===== config.mk =====
export PLATFORM = sky130hd
export DESIGN_NAME = fcp_pwm
export DESIGN_NICKNAME = d
export VERILOG_FILES = /design/src/fcp_pkg.sv /design/src/fcp_prescaler.sv /design/src/fcp_pwm.sv
export VERILOG_INCLUDE_DIRS = /design/src
export SDC_FILE = /design/constraint.sdc
export NUM_CORES = 1
export LEC_CHECK = 0
export BUFFER_PORTS_ARGS = -buffer_cell sky130_fd_sc_hd__buf_2
export CORE_ASPECT_RATIO = 0.75
export CORE_MARGIN = 2
export CORE_UTILIZATION = 46
export CTS_BUF_LIST = sky130_fd_sc_hd__clkbuf_4 sky130_fd_sc_hd__clkbuf_8
export CTS_CLUSTER_SIZE = 16
export DETAILED_ROUTE_END_ITERATION = 12
export PLACE_DENSITY_LB_ADDON = 0.15
export SYNTH_ARGS = -nofsm -noshare
export SYNTH_HDL_FRONTEND = slang
export SYNTH_SLANG_ARGS = --single-unit

===== constraint.sdc =====
create_clock -name clk -period 2.3 [get_ports clk]
set_clock_uncertainty 0.1 [all_clocks]
set_input_delay 0.345 -clock clk [delete_from_list [all_inputs] [get_ports clk]]
set_output_delay 0.345 -clock clk [all_outputs]
set_load 0.05 [all_outputs]

===== src/fcp_map.svh =====
`ifndef FCP_MAP_SVH
`define FCP_MAP_SVH

// Register offsets on the byte-wide register port
`define FCP_PERIOD_HIGH_OFS   8'hD1
`define FCP_DUTY0_HIGH_OFS    8'hD2
`define FCP_DUTY1_HIGH_OFS    8'hD3
`define FCP_DUTY2_HIGH_OFS    8'hD5
`define FCP_DUTY3_HIGH_OFS    8'hD6
`define FCP_PERIOD_LOW_OFS    8'hD9
`define FCP_DUTY0_LOW_OFS     8'hDA
`define FCP_DUTY1_LOW_OFS     8'hDB
`define FCP_MAIN_CTRL_OFS     8'hDC
`define FCP_DUTY2_LOW_OFS     8'hDD
`define FCP_DUTY3_LOW_OFS     8'hDE
`define FCP_PRESCALE_OFS      8'hDF

// Main control register fields
`define FCP_CTRL_RUN_BIT      7
`define FCP_CTRL_LOAD_BIT     6
`define FCP_CTRL_UNDER_BIT    5
`define FCP_CTRL_CLEAR_BIT    4

// Reset values and the all-ones duty code
`define FCP_REG_RESET         8'h00
`define FCP_PRESCALE_RESET    8'h00
`define FCP_DUTY_ALL_ONES     10'h3FF
`define FCP_OUT_RESET         4'hF

`endif


===== src/fcp_pkg.sv =====
package fcp_pkg;
    // Period and four duty values for one double-buffered set
    typedef struct packed {
        logic [9:0] period;
        logic [9:0] duty0;
        logic [9:0] duty1;
        logic [9:0] duty2;
        logic [9:0] duty3;
    } fcp_wave_t;

    // Port bit routing of the four channels
    typedef struct packed {
        logic p0_1;
        logic p1_6;
        logic p1_7;
        logic p0_0;
    } fcp_pins_t;

    typedef enum logic [0:0] {
        FCP_IDLE,
        FCP_RUN
    } fcp_state_t;
endpackage


===== src/fcp_prescaler.sv =====
`timescale 1ns/1ps
`include "fcp_map.svh"

// Divides the system clock by (ratio + 1) into a one-cycle tick
module fcp_prescaler
    import fcp_pkg::*;
(
    input  wire logic       clk,
    input  wire logic       rst_n,
    input  wire logic       enable,
    input  wire logic [7:0] ratio,
    output logic            tick
);
    logic [7:0] count;

    // Count down; tick on the terminal count, restart while disabled
    always_ff @(posedge clk or negedge rst_n) begin
        if (!rst_n) begin
            count <= 8'h00;
        end else if (!enable || count == 8'h00) begin
            count <= ratio;
        end else begin
            count <= count - 8'h01;
        end
    end

    assign tick = enable && (count == 8'h00);
endmodule


===== src/fcp_pwm.sv =====
`timescale 1ns/1ps
`include "fcp_map.svh"

// Overview of operation
// RULE1 - Internal channel outputs are one after reset
// RULE2 - One shared 10-bit down counter, prescaled
// RULE3 - Counter clock is system clock over ratio (the prescaler divides by ratio+1)
// RULE4 - Repetition rate is counter clock over period+1
// RULE5 - Duty fraction is duty over period+1
// RULE6 - Period split: low bits 7-0, high 9-8
// RULE7 - Duty split: low bits 7-0, high 9-8
// RULE8 - Clear bit forces counter to zero
// RULE9 - Writing run bit one starts counter
// RULE10 - Output high until counter below duty
// RULE11 - Output low until next underflow
// RULE12 - Underflow reloads counter from period value
// RULE13 - Period and duty registers double buffered
// RULE14 - Transfer only with load pending at underflow
// RULE15 - Channels routed to P0.1, P1.6, P1.7, P0.0
// RULE16 - Software sets port latch bits to one
// RULE17 - Duty all zeroes keeps output high
// RULE18 - Duty all ones keeps output low
// RULE19 - Load bit clears the cycle after transfer
// RULE20 - Per-channel invert bit flips the output
// RULE21 - Prescaler ratio held as separate setting
module fcp_pwm
    import fcp_pkg::*;
(
    input  wire logic       clk,
    input  wire logic       rst_n,
    input  wire logic [7:0] addr,
    input  wire logic [7:0] wdata,
    input  wire logic       wr_en,
    input  wire logic       rd_en,
    output logic [7:0]      rdata,
    output fcp_pins_t       pins,
    output logic [3:0]      channel_out
);
    //----------------------------------------------------------------
    // Storage
    //----------------------------------------------------------------
    fcp_wave_t  buffered;           // Software-visible holding copy
    fcp_wave_t  working;            // Copy the comparators use
    logic [9:0] counter;
    logic       run;
    logic       load_req;
    logic       underflow_flag;
    logic       clear_req;
    logic [3:0] invert;
    logic [7:0] prescale;
    logic [3:0] raw_out;
    logic       transfer_done;
    logic       tick;
    logic       underflow;
    fcp_state_t state;

    // Register writes to a given offset
    function automatic logic hit(input logic [7:0] a, input logic [7:0] ofs);
        hit = wr_en && (a == ofs);
    endfunction

    // Merge a byte write into one half of a 10-bit value
    function automatic logic [9:0] merge(input logic [9:0] old, input logic [7:0] d,
                                         input logic high);
        merge = high ? {d[1:0], old[7:0]} : {old[9:8], d};
    endfunction

    //----------------------------------------------------------------
    // Holding registers
    //----------------------------------------------------------------
    // Writes land only in the holding copy, never the running waveform
    always_ff @(posedge clk or negedge rst_n) begin
        if (!rst_n) begin
            buffered <= '0;
        end else begin
            if (hit(addr, `FCP_PERIOD_LOW_OFS)) begin
                buffered.period <= merge(buffered.period, wdata, 1'b0);  // [RULE6] [RULE13]
            end
            if (hit(addr, `FCP_PERIOD_HIGH_OFS)) begin
                buffered.period <= merge(buffered.period, wdata, 1'b1);  // [RULE6]
            end
            if (hit(addr, `FCP_DUTY0_LOW_OFS)) begin
                buffered.duty0 <= merge(buffered.duty0, wdata, 1'b0);  // [RULE7]
            end
            if (hit(addr, `FCP_DUTY0_HIGH_OFS)) begin
                buffered.duty0 <= merge(buffered.duty0, wdata, 1'b1);  // [RULE7]
            end
            if (hit(addr, `FCP_DUTY1_LOW_OFS)) begin
                buffered.duty1 <= merge(buffered.duty1, wdata, 1'b0);
            end
            if (hit(addr, `FCP_DUTY1_HIGH_OFS)) begin
                buffered.duty1 <= merge(buffered.duty1, wdata, 1'b1);
            end
            if (hit(addr, `FCP_DUTY2_LOW_OFS)) begin
                buffered.duty2 <= merge(buffered.duty2, wdata, 1'b0);
            end
            if (hit(addr, `FCP_DUTY2_HIGH_OFS)) begin
                buffered.duty2 <= merge(buffered.duty2, wdata, 1'b1);
            end
            if (hit(addr, `FCP_DUTY3_LOW_OFS)) begin
                buffered.duty3 <= merge(buffered.duty3, wdata, 1'b0);
            end
            if (hit(addr, `FCP_DUTY3_HIGH_OFS)) begin
                buffered.duty3 <= merge(buffered.duty3, wdata, 1'b1);
            end
        end
    end

    //----------------------------------------------------------------
    // Control register
    //----------------------------------------------------------------
    // Transfer pulse clears load; a fresh write of load in that cycle wins
    always_ff @(posedge clk or negedge rst_n) begin
        if (!rst_n) begin
            run            <= 1'b0;
            load_req       <= 1'b0;
            underflow_flag <= 1'b0;
            clear_req      <= 1'b0;
            invert         <= 4'h0;
        end else begin
            clear_req <= 1'b0;
            if (transfer_done) begin
                load_req       <= 1'b0;  // [RULE19]
                underflow_flag <= 1'b0;
            end
            if (hit(addr, `FCP_MAIN_CTRL_OFS)) begin
                run            <= wdata[`FCP_CTRL_RUN_BIT];  // [RULE9]
                load_req       <= wdata[`FCP_CTRL_LOAD_BIT];
                underflow_flag <= wdata[`FCP_CTRL_UNDER_BIT];
                clear_req      <= wdata[`FCP_CTRL_CLEAR_BIT];  // [RULE8]
                invert         <= wdata[3:0];
            end
            // Hardware set comes last so a racing software clear cannot hide it
            if (underflow && run && load_req) begin
                underflow_flag <= 1'b1;
            end
        end
    end

    // Prescaler ratio held apart from the main control bits
    always_ff @(posedge clk or negedge rst_n) begin
        if (!rst_n) begin
            prescale <= `FCP_PRESCALE_RESET;
        end else if (hit(addr, `FCP_PRESCALE_OFS)) begin
            prescale <= wdata;  // [RULE21]
        end
    end

    //----------------------------------------------------------------
    // Counter
    //----------------------------------------------------------------
    fcp_prescaler u_prescaler (
        .clk    (clk),
        .rst_n  (rst_n),
        .enable (run),
        .ratio  (prescale),
        .tick   (tick)
    );

    // Underflow is the tick that finds the counter already at zero
    assign underflow = tick && (counter == 10'h000);

    // Run state tracks the run bit, used for idle-hold of outputs
    always_ff @(posedge clk or negedge rst_n) begin
        if (!rst_n) begin
            state <= FCP_IDLE;
        end else begin
            case (state)
                FCP_IDLE: state <= run ? FCP_RUN : FCP_IDLE;
                FCP_RUN:  state <= run ? FCP_RUN : FCP_IDLE;
                default:  state <= FCP_IDLE;
            endcase
        end
    end

    // One down counter for all channels, reloaded on underflow
    always_ff @(posedge clk or negedge rst_n) begin
        if (!rst_n) begin
            counter <= 10'h000;
        end else if (clear_req) begin
            counter <= 10'h000;  // [RULE8]
        end else if (underflow) begin
            counter <= (load_req ? buffered.period : working.period);  // [RULE12] [RULE4]
        end else if (tick) begin
            counter <= counter - 10'h001;  // [RULE2] [RULE3]
        end
    end

    // Working copy changes only at a period boundary with load pending
    always_ff @(posedge clk or negedge rst_n) begin
        if (!rst_n) begin
            working       <= '0;
            transfer_done <= 1'b0;
        end else begin
            transfer_done <= 1'b0;
            if (underflow && load_req) begin
                working       <= buffered;  // [RULE14]
                transfer_done <= 1'b1;
            end
        end
    end

    //----------------------------------------------------------------
    // Compare and output
    //----------------------------------------------------------------
    // One compare: high while counter >= duty, duty 0 always high, all ones always low
    function automatic logic level(input logic [9:0] cnt, input logic [9:0] duty);
        if (duty == 10'h000) begin
            level = 1'b1;  // [RULE17]
        end else if (duty == `FCP_DUTY_ALL_ONES) begin
            level = 1'b0;  // [RULE18]
        end else begin
            level = !(cnt < duty);  // [RULE10] [RULE11]
        end
    endfunction

    // Raw compare outputs hold their last level while stopped, as software expects; channel_out still follows invert
    always_ff @(posedge clk or negedge rst_n) begin
        if (!rst_n) begin
            raw_out <= `FCP_OUT_RESET;  // [RULE1]
        end else if (state == FCP_RUN) begin
            raw_out[0] <= level(counter, working.duty0);  // [RULE5]
            raw_out[1] <= level(counter, working.duty1);
            raw_out[2] <= level(counter, working.duty2);
            raw_out[3] <= level(counter, working.duty3);
        end
    end

    // Invert after compare; high before drop, low after
    always_ff @(posedge clk or negedge rst_n) begin
        if (!rst_n) begin
            channel_out <= `FCP_OUT_RESET;  // [RULE1]
        end else begin
            channel_out <= raw_out ^ invert;  // [RULE20]
        end
    end

    // Port routing; the latch bit of each pin must be one outside this block
    assign pins.p0_1 = channel_out[0];  // [RULE15] [RULE16]
    assign pins.p1_6 = channel_out[1];
    assign pins.p1_7 = channel_out[2];
    assign pins.p0_0 = channel_out[3];

    //----------------------------------------------------------------
    // Read port
    //----------------------------------------------------------------
    // Data valid the cycle after the strobe; unmapped offsets read zero
    always_ff @(posedge clk or negedge rst_n) begin
        if (!rst_n) begin
            rdata <= 8'h00;
        end else if (rd_en) begin
            case (addr)
                `FCP_PERIOD_LOW_OFS:  rdata <= buffered.period[7:0];
                `FCP_PERIOD_HIGH_OFS: rdata <= {6'h00, buffered.period[9:8]};
                `FCP_DUTY0_LOW_OFS:   rdata <= buffered.duty0[7:0];
                `FCP_DUTY0_HIGH_OFS:  rdata <= {6'h00, buffered.duty0[9:8]};
                `FCP_DUTY1_LOW_OFS:   rdata <= buffered.duty1[7:0];
                `FCP_DUTY1_HIGH_OFS:  rdata <= {6'h00, buffered.duty1[9:8]};
                `FCP_DUTY2_LOW_OFS:   rdata <= buffered.duty2[7:0];
                `FCP_DUTY2_HIGH_OFS:  rdata <= {6'h00, buffered.duty2[9:8]};
                `FCP_DUTY3_LOW_OFS:   rdata <= buffered.duty3[7:0];
                `FCP_DUTY3_HIGH_OFS:  rdata <= {6'h00, buffered.duty3[9:8]};
                `FCP_MAIN_CTRL_OFS:   rdata <= {run, load_req, underflow_flag, 1'b0, invert};
                `FCP_PRESCALE_OFS:    rdata <= prescale;
                default:              rdata <= 8'h00;
            endcase
        end else begin
            rdata <= 8'h00;
        end
    end
endmodule


Word-level counts from Yosys, hierarchy flattened

Index checks and enable logic that the tools add are counted.

Register bits: 152
Input port bits: 20
Output and inout port bits: 16
Logic and storage cells: 125

$add $sub $neg: 2
Order comparisons: 4
Equality and inequality tests: 16
Muxes and demuxes: 32
Bitwise gates (word level): 6
Reduce and logical (&&, ||, !) cells: 37

Operator list:

| cell                                                                 | number |
|---|---|
| 8-bit == test, second input constant                                 | 12 |
| 8-bit one-hot mux with 12 select lines                               | 1 |
| 10-bit two-way mux                                                   | 9 |
| 8-bit two-way mux                                                    | 7 |
| 10-bit zero test                                                     | 5 |
| 10-bit == test, second input constant                                | 4 |
| 10-bit < comparator                                                  | 4 |
| 1-bit logical AND                                                    | 17 |
| 1-bit two-way mux                                                    | 15 |
| 2-bit AND reduction                                                  | 5 |
| 10-bit by 1-bit subtractor with 10-bit output, second input constant | 1 |
| 8-bit zero test                                                      | 1 |
| 8-bit by 1-bit subtractor with 8-bit output, second input constant   | 1 |
| 3-bit nonzero test                                                   | 2 |
| 1-bit zero test                                                      | 5 |
| 1-bit NOT                                                            | 5 |
| 4-bit bitwise XOR                                                    | 1 |
| 2-bit nonzero test                                                   | 1 |
| 1-bit logical OR                                                     | 1 |

Logic depth before layout (Yosys ltp)

Gate-level depths: netlist (run 1).

Depth after elaboration: 6
Mapped depth: 12
Depth with buffers taken out: 7

By module

From an unflattened synthesis (run 1), not the netlist that was laid out.

Cell total of the unflattened synthesis: 770
Area, all modules: 7,896.3 µm²

By module, submodules not included:

| module        | instances | cells an instance | area each (µm²) | seq. area each (µm²) |
|---|---|---|---|---|
| fcp_pwm       | 1         | 721               | 7,388.3         | 3,613.5 |
| fcp_prescaler | 1         | 49                | 508.0           | 200.2 |

Least setup slack after synthesis (run 1)

Ideal clock, no wire load.

Path kind: register to register
Start point: register counter[0]
End point: register counter[2]
Setup time: 0.138 ns
Arrival time: 2.186 ns
Required time: 2.062 ns
Path slack: -0.124 ns
Stages on the path, launching flop included: 9
Path buffers: 2
Clock period less this slack: 2.424 ns
Path through: dfrtp_1 -> clkbuf_1 -> inv_1 -> ha_1 -> or4b_1 -> buf_2 -> or4_4 -> a2111oi_2 -> nor4_1

Word-level cells in the longest chain between the ends: 4
Elaborated cells on any way between the ends: 7
Classes of those cells: 1 x add/sub; 3 x mux; 3 x reduce/logical

Ends and longest elaborated chain:

| what                                                                              | RTL line                       | source |
|---|---|---|
| from (decl)                                                                       | fcp_pwm.sv:44                  | `logic [9:0] counter;` |
| from (signal assigned)                                                            | fcp_pwm.sv:183                 | `counter <= (load_req ? buffered.period : working.period);` |
| from (signal assigned)                                                            | fcp_pwm.sv:185                 | `counter <= counter - 10'h001;` |
| 10-bit by 1-bit subtractor with 10-bit output or 10-bit zero test (tied branches) | fcp_pwm.sv:185, fcp_pwm.sv:161 |  |
| 10-bit two-way mux or 1-bit logical AND (tied branches)                           | fcp_pwm.sv:184, fcp_pwm.sv:161 |  |
| 10-bit two-way mux                                                                | fcp_pwm.sv:182                 | `end else if (underflow) begin` |
| 10-bit two-way mux                                                                | fcp_pwm.sv:180                 | `end else if (clear_req) begin` |

Several ways; a longest one is shown, not always the timed one. The select of a mux whose other input is x is not followed.
A chain may end at the register's enable or synchronous reset.

Final worst setup path (run 1)

Start point: register u_prescaler.count[3]
End point: register working[48] (netlist name)

Word-level cells in the longest chain between the ends: 4

Ends and longest elaborated chain:

| what                   | RTL line            | source |
|---|---|---|
| from (decl)            | fcp_prescaler.sv:14 | `logic [7:0] count;` |
| from (signal assigned) | fcp_prescaler.sv:21 | `count <= ratio;` |
| from (signal assigned) | fcp_prescaler.sv:23 | `count <= count - 8'h01;` |
| 8-bit zero test        | fcp_prescaler.sv:27 | `assign tick = enable && (count == 8'h00);` |
| 1-bit logical AND      | fcp_prescaler.sv:27 |  |
| 1-bit logical AND      | fcp_pwm.sv:161      | `assign underflow = tick && (counter == 10'h000);` |
| 1-bit logical AND      | fcp_pwm.sv:196      | `if (underflow && load_req) begin` |
| to (signal assigned)   | fcp_pwm.sv:197      | `working <= buffered;` |
| to (decl)              | fcp_pwm.sv:43       | `fcp_wave_t working;` |

Every way passes these cells.

==> results of run 1 <==
## how the worst min path moves through the flow
stage	start	to	slack, ns	cells past startpoint
3_5_place_dp	rst_n	buffered[48]	0.23	1
2_1_floorplan	rst_n	buffered[0]	-0.05	0
5_1_grt	wdata[4]	clear_req	0.14	2
6_report	wdata[3]	prescale[3]	0.17	2
3_3_place_gp	rst_n	buffered[49]	0.23	1
4_1_cts	wdata[3]	prescale[3]	0.14	2
## area by class of cell
cell class                 instances  area, um^2  area share [%]
tap                              215       269.0           3.006
clock buffer                      22       296.5           3.314
timing repair buffer              87       633.1           7.075
clock inverter                    10       117.6           1.314
sequential                       152        3814           42.62
inverter                          44       165.2           1.846
multi-input combinational        523        3654           40.83
## Yosys cell counts (all sizes together) (3+ instances only)
cell	n
dfrtp	144
nand2	112
mux2	71
o21ai	62
inv	44
ha	39
nor2	34
a21oi	33
buf	26
nand3	18
nand4	16
clkbuf	13
nor3	13
mux2i	12
nor4	12
and3	8
dfstp	8
a22oi	7
xor2	7
nand2b	6
nor2b	6
a211oi	5
a31oi	5
nor3b	5
a22o	4
or4	4
a32oi	3
mux4	3
nand3b	3
o2111ai	3
o22ai	3
xnor2	3
## flip-flops by register name, summed over array words and instances (netlist names), 4 cells and up
signal,count
rdata,8
raw_out,4
invert,4
channel_out,4
counter,10
u_prescaler.count,8
prescale,8
working,50
buffered,50
## per-layer routing
| layer | wire length (um) | vias up | track usage, % |
|---|---|---|---|
| li1 | - | 2832 | - |
| met1 | 10490 | 3106 | 38.14 |
| met2 | 9845 | 199 | 40.99 |
| met3 | 1560 | 27 | 6.517 |
| met4 | 429 | 0 | 7.469 |
| met5 | 0 | - | 0 |
## kinds of logic after synthesis
family	after synthesis
and+or+nand+nor	246
DFF	152
AOI/OAI and AO/OA	142
muxes	86
buffers and inverters	83
adders and majority gates	39
xor gates and xnor gates	10
## cells in the final DEF (no fill, tap or decap), types with 4 or more instances in the layout
cell,count
sky130_fd_sc_hd__nor4_1,10
sky130_fd_sc_hd__a31oi_1,5
sky130_fd_sc_hd__buf_12,4
sky130_fd_sc_hd__buf_6,4
sky130_fd_sc_hd__clkbuf_8,21
sky130_fd_sc_hd__nand2b_1,6
sky130_fd_sc_hd__buf_4,43
sky130_fd_sc_hd__buf_2,35
sky130_fd_sc_hd__a21oi_1,33
sky130_fd_sc_hd__inv_1,44
sky130_fd_sc_hd__nand2_1,112
sky130_fd_sc_hd__dfstp_2,8
sky130_fd_sc_hd__nor2_1,34
sky130_fd_sc_hd__o21ai_1,11
sky130_fd_sc_hd__xor2_1,7
sky130_fd_sc_hd__nand3_1,16
sky130_fd_sc_hd__nor2b_1,6
sky130_fd_sc_hd__nor3b_1,5
sky130_fd_sc_hd__o21ai_0,51
sky130_fd_sc_hd__mux2i_1,12
sky130_fd_sc_hd__and3_1,6
sky130_fd_sc_hd__a22oi_1,7
sky130_fd_sc_hd__nand4_1,16
sky130_fd_sc_hd__nor3_1,13
sky130_fd_sc_hd__ha_1,38
sky130_fd_sc_hd__a211oi_1,5
sky130_fd_sc_hd__dfrtp_1,144
sky130_fd_sc_hd__a22o_1,4
sky130_fd_sc_hd__mux2_2,71
## where the power goes
part	switching (mW)	leakage (nW)	internal, mW	total (mW)
registers	0.254	2.07	2.93	3.18
clock network	1.03	0.213	1.10	2.13
logic	1.21	1.90	0.848	2.06
total	2.50	4.18	4.87	7.37
## stage by stage
stage	TNS [ns]	hold slack, ns	area [um^2]
after CTS	0	0.1415	8895
final	0	0.1653	8949
after detailed placement	0	0.2336	8471
after floorplan	-0.03019	-0.05059	7835
after global placement	0	0.2283	8471
after global routing	-0.04127	0.1444	8949
## timing repair
| action | in CTS | in global routing |
|---|---|---|
| setup buffers | 0 | 2 |
| hold buffers | 1 | 0 |
| setup endpoints to repair | 0 | 43 |
| hold endpoints to repair | 42 | 0 |
| gates resized for setup | 0 | 8 |
## critical path: cells and delay by family (launching register included)
kind          cells  cell delay (ns)
simple gates      5             0.95
buf+inv           3             0.66
flops             1             0.42
==> key figures, run 1 <==
Run status
  – Result of the run: finished, final reports clean

Final layout
  – Util after Layout: 53.51%
  – Syn-to-layout area delta: 14.73%
  – Number of fill cells: 1,513
  – # nets final: 884
  – Share of layout cells above drive strength 1: 25.06%
  – Final instance count without filler cells: 1,053
  – Diodes inserted: 0

CTS
  – Master cell of the clock root buffer: sky130_fd_sc_hd__clkbuf_8
  – Num CTS Buffers: 17
  – Insertion delay to the later sink of the worst-skew pair: 0.46 ns
  – Clk sinks: 152
  – Worst-path clk slew: 0.09 ns
  – Number of H-tree levels: 4
  – Maximum root-to-sink buffer count: 2
  – CTS tree: built

Floorplanning
  – Die Footprint: 18,020 um^2
  – Number of cell rows: 41
  – Starting density of the core: 46.64%
  – I/O pin total: 36
  – Core Footprint: 16,720 um^2
  – Y dimension of the die: 116.8 um
  – Die X: 154.4 um

Routing
  – Post-DRT Antenna Nets: 0
  – Routed via count: 6,164
  – 1st-iter DRT viols: 475
  – Iteration count of the initial detailed-routing pass: 5
  – Number of design rule violations left after detail routing: 0
  – Wire per inst: 21.20 um
  – Via-per-instance ratio: 5.854
  – Total routed wirelength: 22.33 mm

Worst setup path
  – CP Launch Point: u_prescaler.count[3]
  – Capturing instance or port of the critical path: working[48]
  – Delay of the slowest critical-path stage: 0.42 ns
  – Cell Chain, Critical Path: nor4_2 -> buf_4 -> and3_2 -> buf_4 -> nand3_2 -> buf_2 -> nand2_1 -> nand2_1
  – Crit Path Category: flip-flop to flip-flop
  – Register-to-register path setup slack: 0.07 ns
  – Crit path max fanout: 11
  – Arrival time reported for the critical path endpoint: 2.48 ns
  – Reg2Reg Depth: 8
  – Type of element capturing the critical path: flip-flop
  – Endpoint of the worst-slack reg-to-reg timing path: working[48]
  – Setup crit start kind: flip-flop
  – Reg-to-reg startpoint: u_prescaler.count[3]
  – Req. time, crit path: 2.55 ns
  – Cell with the largest stage delay on the worst path: sky130_fd_sc_hd__dfrtp_1

Timing
  – Unrepaired setup endpoints after global routing: yes
  – Headroom to the max-slew limit: 50.45%
  – Maximum clock frequency: 447.4 MHz
  – Final critical-path required period: 2.235 ns
  – Final worst setup slack: 0.06509 ns
  – Final hold violations: 0
  – Final clock period utilization by the worst path: 97.17%
  – Worst Max-Slew Pin Slew: 0.7432 ns
  – Final setup violating endpoints: 0
  – Slew Limit Fails: 0

Yosys
  – Adder-cell share of the synthesized area: 6.256%
  – Main combinational cell family by area after synthesis: simple AND/OR/NAND/NOR gates
  – Post-synth design cell area: 7800 um^2
  – Post-synthesis share of cell area spent on xor and xnor gates: 1.123%
  – Mux contribution to synthesized area: 12.66%
  – Proportion of register bits with asynchronous set or reset after synthesis: 100.0%
  – Cell accounting for the most synthesized area: sky130_fd_sc_hd__dfrtp_1
  – Leading post-synthesis cells by cell area: sky130_fd_sc_hd__dfrtp_1 46%, sky130_fd_sc_hd__mux2_2 10%, sky130_fd_sc_hd__ha_1 6.3%
  – Number of synthesized flops with an enable pin: 0
  – Dominant register cell in the synthesized netlist: sky130_fd_sc_hd__dfrtp_1
  – Distinct cell type count of the synthesized netlist: 57
  – Number of register bits inferred by synthesis: 152
  – Number of warnings reported in the yosys synthesis log: 0
  – Post-synthesis compound-gate area fraction: 10.97%
  – Mean post-synth cell area: 10.29 um^2
  – Syn Nets: 817
  – Synth top area share: 46.20%
  – Proportion of synthesized chip area in sequential cells: 48.89%
  – Simple-gate share of the synthesized area: 15.29%
  – Number of instances in the synthesized netlist: 758

Power and ir drop
  – Overall power: 7.369 mW
  – IR Drop Worst-Case VDD: 0.5561 mV
  – Pwr/cell area: 823.5 nW/um^2
  – Leakage power of the design: 4.179 nW

Global route
  – Initial antenna violation count: 0
  – Number of global-route vias before repair: 6,318
  – GRT Overall Usage: 26.65%
  – Pin count of the biggest net entering global routing: 51
  – Overflow after GRT: 0
  – First-pass GRT wire length: 35.75 mm

Job
  – Maximum Capacitance Violations: 0

Placed design
  – Worst setup slack after placement: 0.07385 ns
  – Placed Cells incl. Taps: 1,017
  – HPWL Detailed: 16.59 mm
  – Count of buffers inserted at the top-level ports: 35
  – Gp weighted congestion: 0.8930

Min path
  – Tightest Hold Check Type: primary input to flip-flop
Note: power is estimated with default switching activity, not from simulation.
==> run 2: changes to the inputs <==
Settings changed: BUFFER_PORTS_ARGS -buffer_cell sky130_fd_sc_hd__buf_2 to default, DONT_BUFFER_PORTS from default to 1.
==> key figures, run 2 (synthesis gave the netlist of run 1 again) <==
Final layout
  – Syn-to-layout area delta: 11.65%
  – Multi-input combinational cell area: 3660 um^2 (+0.17%)
  – Share of layout cells above drive strength 1: 20.55% (-4.5 points)
  – Number of fill cells: 1,566 (+3.5%)
  – Most frequent cells in the layout: 144 x sky130_fd_sc_hd__dfrtp_1, 112 x sky130_fd_sc_hd__nand2_1, 71 x sky130_fd_sc_hd__mux2_2
  – Diodes inserted: 0 (unchanged)
  – Largest registers: buffered x50, working x50, counter x10
  – Area of all sequential standard cells: 3814 um^2 (unchanged)
  – # nets final: 844 (-4.5%)
  – Leading cell type in the layout, fill and taps excluded: sky130_fd_sc_hd__dfrtp_1

Worst setup path
  – CP Launch Point: counter[1]
  – Register-to-register path setup slack: 0.04 ns (-0.02 ns)
  – Reg-to-reg startpoint: counter[1]
  – Reg2Reg Depth: 6 (-2)
  – Arrival time reported for the critical path endpoint: 2.49 ns (about the same)
  – Req. time, crit path: 2.53 ns (-0.02 ns)
  – CP Buf/Inv Count: 1 (-2)
  – Delay of the slowest critical-path stage: 0.53 ns (+0.11 ns)
  – Cell family with the largest share of critical-path delay: simple AND/OR/NAND/NOR gates
  – Cell with the largest stage delay on the worst path: sky130_fd_sc_hd__or4b_4
  – Crit path max fanout: 6 (-5)
  – Endpoint of the worst-slack reg-to-reg timing path: counter[2]
  – Cell Chain, Critical Path: inv_1 -> ha_2 -> or4b_4 -> or4_4 -> a2111oi_4 -> nor4_2
  – Crit Path Category: flip-flop to flip-flop
  – Type of element capturing the critical path: flip-flop
  – Setup crit start kind: flip-flop

Power and ir drop
  – Leakage power of the design: 3.978 nW (-4.8%)
  – IR Drop Worst-Case VDD: 0.3631 mV (-35%)
  – Overall power: 7.057 mW (-4.2%)
  – Pwr/cell area: 810.4 nW/um^2 (-1.6%)

Floorplanning
  – Number of cell rows: 41 (unchanged)
  – Starting density of the core: 46.64% (unchanged)
  – Die X: 154.4 um (unchanged)
  – Die Footprint: 18,020 um^2 (unchanged)
  – Y dimension of the die: 116.8 um (unchanged)
  – Core Footprint: 16,720 um^2 (unchanged)
  – I/O pin total: 36 (unchanged)

CTS
  – Maximum root-to-sink buffer count: 2 (unchanged)
  – Num CTS Buffers: 17 (unchanged)
  – Master cell of the clock root buffer: sky130_fd_sc_hd__clkbuf_8
  – Clk sinks: 152 (unchanged)
  – Number of H-tree levels: 4 (unchanged)
  – Worst-path clk slew: 0.08 ns (about the same)
  – Insertion delay to the later sink of the worst-skew pair: 0.46 ns (about the same)
  – CTS tree: built
  – Count of hold buffers inserted by post-cts repair: 10 (+9)

Run status
  – Failing checks: negative hold slack
  – Result of the run: complete, but fails checks

Placed design
  – Gp weighted congestion: 0.9119 (+2.1%)
  – Count of buffers inserted at the top-level ports: 0 (-100%)
  – HPWL Detailed: 15.73 mm (-5.2%)

Timing
  – Slew Limit Fails: 0 (unchanged)
  – Final critical-path required period: 2.257 ns (+0.02188 ns)
  – Final clock period utilization by the worst path: 98.12% (+0.95 points)
  – Worst Max-Slew Pin Slew: 0.6686 ns (-0.07456 ns)
  – Fin Setup TNS: 0 ns (unchanged)
  – Final hold violations: 152 (+152)
  – Unrepaired setup endpoints after global routing: yes
  – Headroom to the max-slew limit: 55.33% (+4.9 points)
  – Final setup violating endpoints: 0 (unchanged)
  – Final Hold Slack: -0.5218 ns (-0.6870 ns)
  – Maximum clock frequency: 443.1 MHz (-0.97%)

Global route
  – GRT Overall Usage: 25.63% (-1.0 points)
  – Pin count of the biggest net entering global routing: 153 (+200%)
  – Number of global-route vias before repair: 5,901 (-6.6%)
  – Overflow after GRT: 0 (unchanged)
  – First-pass GRT wire length: 34.13 mm (-4.5%)
  – Initial antenna violation count: 1 (+1)

Routing
  – Number of design rule violations left after detail routing: 0 (unchanged)
  – Total routed wirelength: 22.09 mm (-1.0%)
  – Via-per-instance ratio: 5.929 (+1.3%)
  – 1st-iter DRT viols: 555 (+17%)
  – Wire per inst: 21.81 um (+2.9%)
  – Post-DRT Antenna Nets: 0 (unchanged)
  – Routed via count: 6,006 (-2.6%)
  – Iteration count of the initial detailed-routing pass: 5 (unchanged)

Job
  – Maximum Capacitance Violations: 0 (unchanged)

Min path
  – Tightest Hold Check Type: primary input to async pin
[run 2: cell count changes in the layout (fill, tap and decap cells not counted), sizes merged]
| cell | previous run | this run |
|---|---|---|
| buf | 86 | 36 |
| bufinv | 2 | 1 |
| clkinv | 6 | 5 |
| clkinvlp | 1 | 4 |
| dlygate4sd3 | 1 | 10 |
[run 2: worst max-delay path by stage]
stage | endpoint | slack (ns) | cells after the start
floorplan | counter[2] | -0.03 | 8
global placement | counter[2] | 0.09 | 6
detailed placement | counter[6] | 0.02 | 7
CTS | counter[6] | 0.02 | 7
global route | counter[2] | -0.05 | 6
finish | counter[2] | 0.04 | 6
[run 2: cell type report]
cell class                      count  share of cell area, %
Multi-Input combinational cell    523                  42.03
Timing Repair Buffer               47                  4.828
Tap cell                          215                  3.089
Clock inverter                     11                  1.121
Clock buffer                       21                  3.247
Inverter                           44                  1.897
Sequential cell                   152                  43.79
[run 2: through the flow]
stage / util, % / instances / setup slack [ns] / instance area [um^2] / hold slack, ns
after detailed placement: 48.74 / 967 / 0.02054 / 8152 / -0.04838
after global routing: 52.07 / 1013 / -0.04657 / 8708 / -0.5621
after floorplan: - / 758 / -0.03019 / 7835 / -0.05059
after global placement: 48.74 / 967 / 0.08709 / 8152 / -0.04803
after CTS: 51.65 / 1009 / 0.01924 / 8637 / -0.5506
final: 52.07 / 1013 / 0.04321 / 8708 / -0.5218
[run 2: repair_timing]
action | CTS | global route
resized for setup | 1 | 10
endpoints found under the hold margin | 221 | 152
pin swaps | 0 | 1
cloned | 0 | 1
endpoints found under the setup margin | 1 | 56
buffers inserted | 0 | 3
[run 2: power breakdown]
| group | leakage, nW | internal (mW) | switching (mW) |
|---|---|---|---|
| logic | 1.73 | 0.782 | 0.879 |
| registers | 2.07 | 2.94 | 0.484 |
| clock network | 0.187 | 0.949 | 1.02 |
[run 2: layer usage]
metal	share of wire [%]	vias up	wire (um)	track usage [%]
li1	-	2749	-	-
met3	8.0	42	1763	7.548
met5	0.063	-	14	0
met2	44	216	9753	39.37
met1	46	2997	10140	35.80
met4	1.9	2	420	7.346
==> run 3: changes to the inputs <==
Settings changed: BUFFER_PORTS_ARGS from default to -buffer_cell sky130_fd_sc_hd__buf_2, CTS_BUF_LIST sky130_fd_sc_hd__clkbuf_4 sky130_fd_sc_hd__clkbuf_8 to sky130_fd_sc_hd__clkbuf_8, DONT_BUFFER_PORTS 1 to default.
==> key figures, run 3 (synthesis gave the netlist of run 1 again) <==
Global route
  – Number of global-route vias before repair: 6,322 (+7.1%)
  – Initial antenna violation count: 0 (-1)
  – First-pass GRT wire length: 35.76 mm (+4.7%)
  – Overflow after GRT: 0 (unchanged)
  – GRT Overall Usage: 26.65% (+1.0 points)
  – Pin count of the biggest net entering global routing: 51 (-67%)

Timing
  – Final worst setup slack: 0.05769 ns (+0.01448 ns)
  – Maximum clock frequency: 446.0 MHz (+0.65%)
  – Final hold violations: 0 (-100%)
  – Slew Limit Fails: 0 (unchanged)
  – Final clock period utilization by the worst path: 97.49% (-0.63 points)
  – Fin Setup TNS: 0 ns (unchanged)
  – Unrepaired setup endpoints after global routing: yes
  – Final critical-path required period: 2.242 ns (-0.01448 ns)
  – Final setup violating endpoints: 0 (unchanged)
  – Headroom to the max-slew limit: 50.26% (-5.1 points)
  – Worst Max-Slew Pin Slew: 0.7461 ns (+0.07742 ns)

CTS
  – Master cell of the clock root buffer: sky130_fd_sc_hd__clkbuf_8
  – Maximum root-to-sink buffer count: 2 (unchanged)
  – Number of H-tree levels: 4 (unchanged)
  – Clk sinks: 152 (unchanged)
  – Num CTS Buffers: 17 (unchanged)
  – Worst-path clk slew: 0.08 ns (about the same)
  – Insertion delay to the later sink of the worst-skew pair: 0.46 ns (about the same)
  – CTS tree: built

Routing
  – Wire per inst: 21.16 um (-3.0%)
  – 1st-iter DRT viols: 452 (-19%)
  – Post-DRT Antenna Nets: 0 (unchanged)
  – Total routed wirelength: 22.28 mm (+0.84%)
  – Iteration count of the initial detailed-routing pass: 5 (unchanged)
  – Routed via count: 6,151 (+2.4%)
  – Via-per-instance ratio: 5.841 (-1.5%)
  – Number of design rule violations left after detail routing: 0 (unchanged)

Worst setup path
  – CP Launch Point: u_prescaler.count[3]
  – Req. time, crit path: 2.55 ns (+0.02 ns)
  – Register-to-register path setup slack: 0.06 ns (about the same)
  – Cell Chain, Critical Path: nor4_2 -> buf_4 -> and3_2 -> buf_4 -> nand3_2 -> buf_2 -> nand2_1 -> nand2_1
  – Reg-to-reg startpoint: u_prescaler.count[3]
  – Arrival time reported for the critical path endpoint: 2.49 ns (about the same)
  – Crit Path Category: flip-flop to flip-flop
  – Cell with the largest stage delay on the worst path: sky130_fd_sc_hd__dfrtp_1
  – Type of element capturing the critical path: flip-flop
  – Delay of the slowest critical-path stage: 0.42 ns (-0.11 ns)
  – Setup crit start kind: flip-flop
  – Crit path max fanout: 11 (+5)

Placed design
  – Placed Cells incl. Taps: 1,017 (+5.2%)
  – Placement Cell Area: 8471 um^2 (+3.9%)
  – HPWL Detailed: 16.59 mm (+5.5%)
  – Worst setup slack after placement: 0.07385 ns (+0.05331 ns)
  – Gp weighted congestion: 0.8930 (-2.1%)
  – Count of buffers inserted at the top-level ports: 35 (+35)

Job
  – Maximum Capacitance Violations: 0 (unchanged)

Floorplanning
  – I/O pin total: 36 (unchanged)
  – Die X: 154.4 um (unchanged)
  – Die Footprint: 18,020 um^2 (unchanged)
  – Core Footprint: 16,720 um^2 (unchanged)
  – Starting density of the core: 46.64% (unchanged)
  – Y dimension of the die: 116.8 um (unchanged)
  – Number of cell rows: 41 (unchanged)

Final layout
  – Share of layout cells above drive strength 1: 24.94% (+4.4 points)
  – Post-layout instance area: 8945 um^2 (+2.7%)
  – Final instance count without filler cells: 1,053 (+3.9%)
  – # nets final: 884 (+4.7%)
  – Leading cell type in the layout, fill and taps excluded: sky130_fd_sc_hd__dfrtp_1
  – Syn-to-layout area delta: 14.68%
  – Most frequent cells in the layout: 144 x sky130_fd_sc_hd__dfrtp_1, 112 x sky130_fd_sc_hd__nand2_1, 71 x sky130_fd_sc_hd__mux2_2
  – Diodes inserted: 0 (unchanged)
  – Largest registers: buffered x50, working x50, counter x10

Min path
  – Tightest Hold Check Type: primary input to flip-flop
  – Worst hold start: wdata[5]

Power and ir drop
  – Pwr/cell area: 821.8 nW/um^2 (+1.4%)
  – Leakage power of the design: 4.180 nW (+5.1%)
  – IR Drop Worst-Case VDD: 0.5571 mV (+53%)

Run status
  – Result of the run: finished, final reports clean
## run 3: changes by cell type in the layout (fill, tap and decap cells not counted), sizes merged
| cell | change |
|---|---|
| dlygate4sd3 | -9 |
| bufinv | +1 |
| inv | +1 |
| clkinv | +1 |
| clkinvlp | -3 |
| buf | +50 |
| clkbuf | -1 |
## run 3: worst paths after layout
| check | endpoint | cells past startpoint |
|---|---|---|
| max | working[48] | 8 |
| min | underflow_flag | 2 |
| max reg2reg | working[48] | 8 |
| min reg2reg | channel_out[3] | 1 |
| max in group asynchronous | raw_out[0] | 3 |
| min in group asynchronous | buffered[48] | 2 |
## run 3: stage by stage
step           util, %  hold WS (ns)  total power, mW
3_3_place_gp     50.65        0.2283            5.167
3_5_place_dp     50.65        0.2336            5.239
2_1_floorplan        -      -0.05059            4.583
6_report         53.49        0.1736            7.351
4_1_cts          53.16        0.1415            7.344
5_1_grt          53.49        0.1444            7.795
## run 3: area by class of cell
class,count,area [um^2]
Multi-Input combinational cell,523,3654
Clock inverter,11,121.4
Fill cell,1514,7779
Sequential cell,152,3814
Inverter,44,165.2
Clock buffer,21,289.0
Tap cell,215,269.0
Timing Repair Buffer,87,633.1
## run 3: what timing repair did
item                       CTS  global route
hold buffers                 1             0
hold endpoints to repair    42             0
buffers inserted             0             2
setup endpoints to repair    0            43
gates resized for setup      0             8
## run 3: critical path: cells and delay by family (launching register included)
| family | cells | cell delay (ns) |
|---|---|---|
| buffers and inverters | 3 | 0.66 |
| DFF | 1 | 0.42 |
| and+or+nand+nor | 5 | 0.95 |
## run 3: metal layers
metal	vias to the layer above	global-route usage, %	wire [um]
met5	-	0	0
met4	0	7.469	417
met3	27	6.517	1586
met2	203	40.99	9710
met1	3089	38.14	10570
li1	2832	-	-
## run 3: power breakdown
group	internal, mW	switching, mW
clock	1.08	1.03
combinational	0.848	1.21
sequential	2.93	0.254
total	4.86	2.49
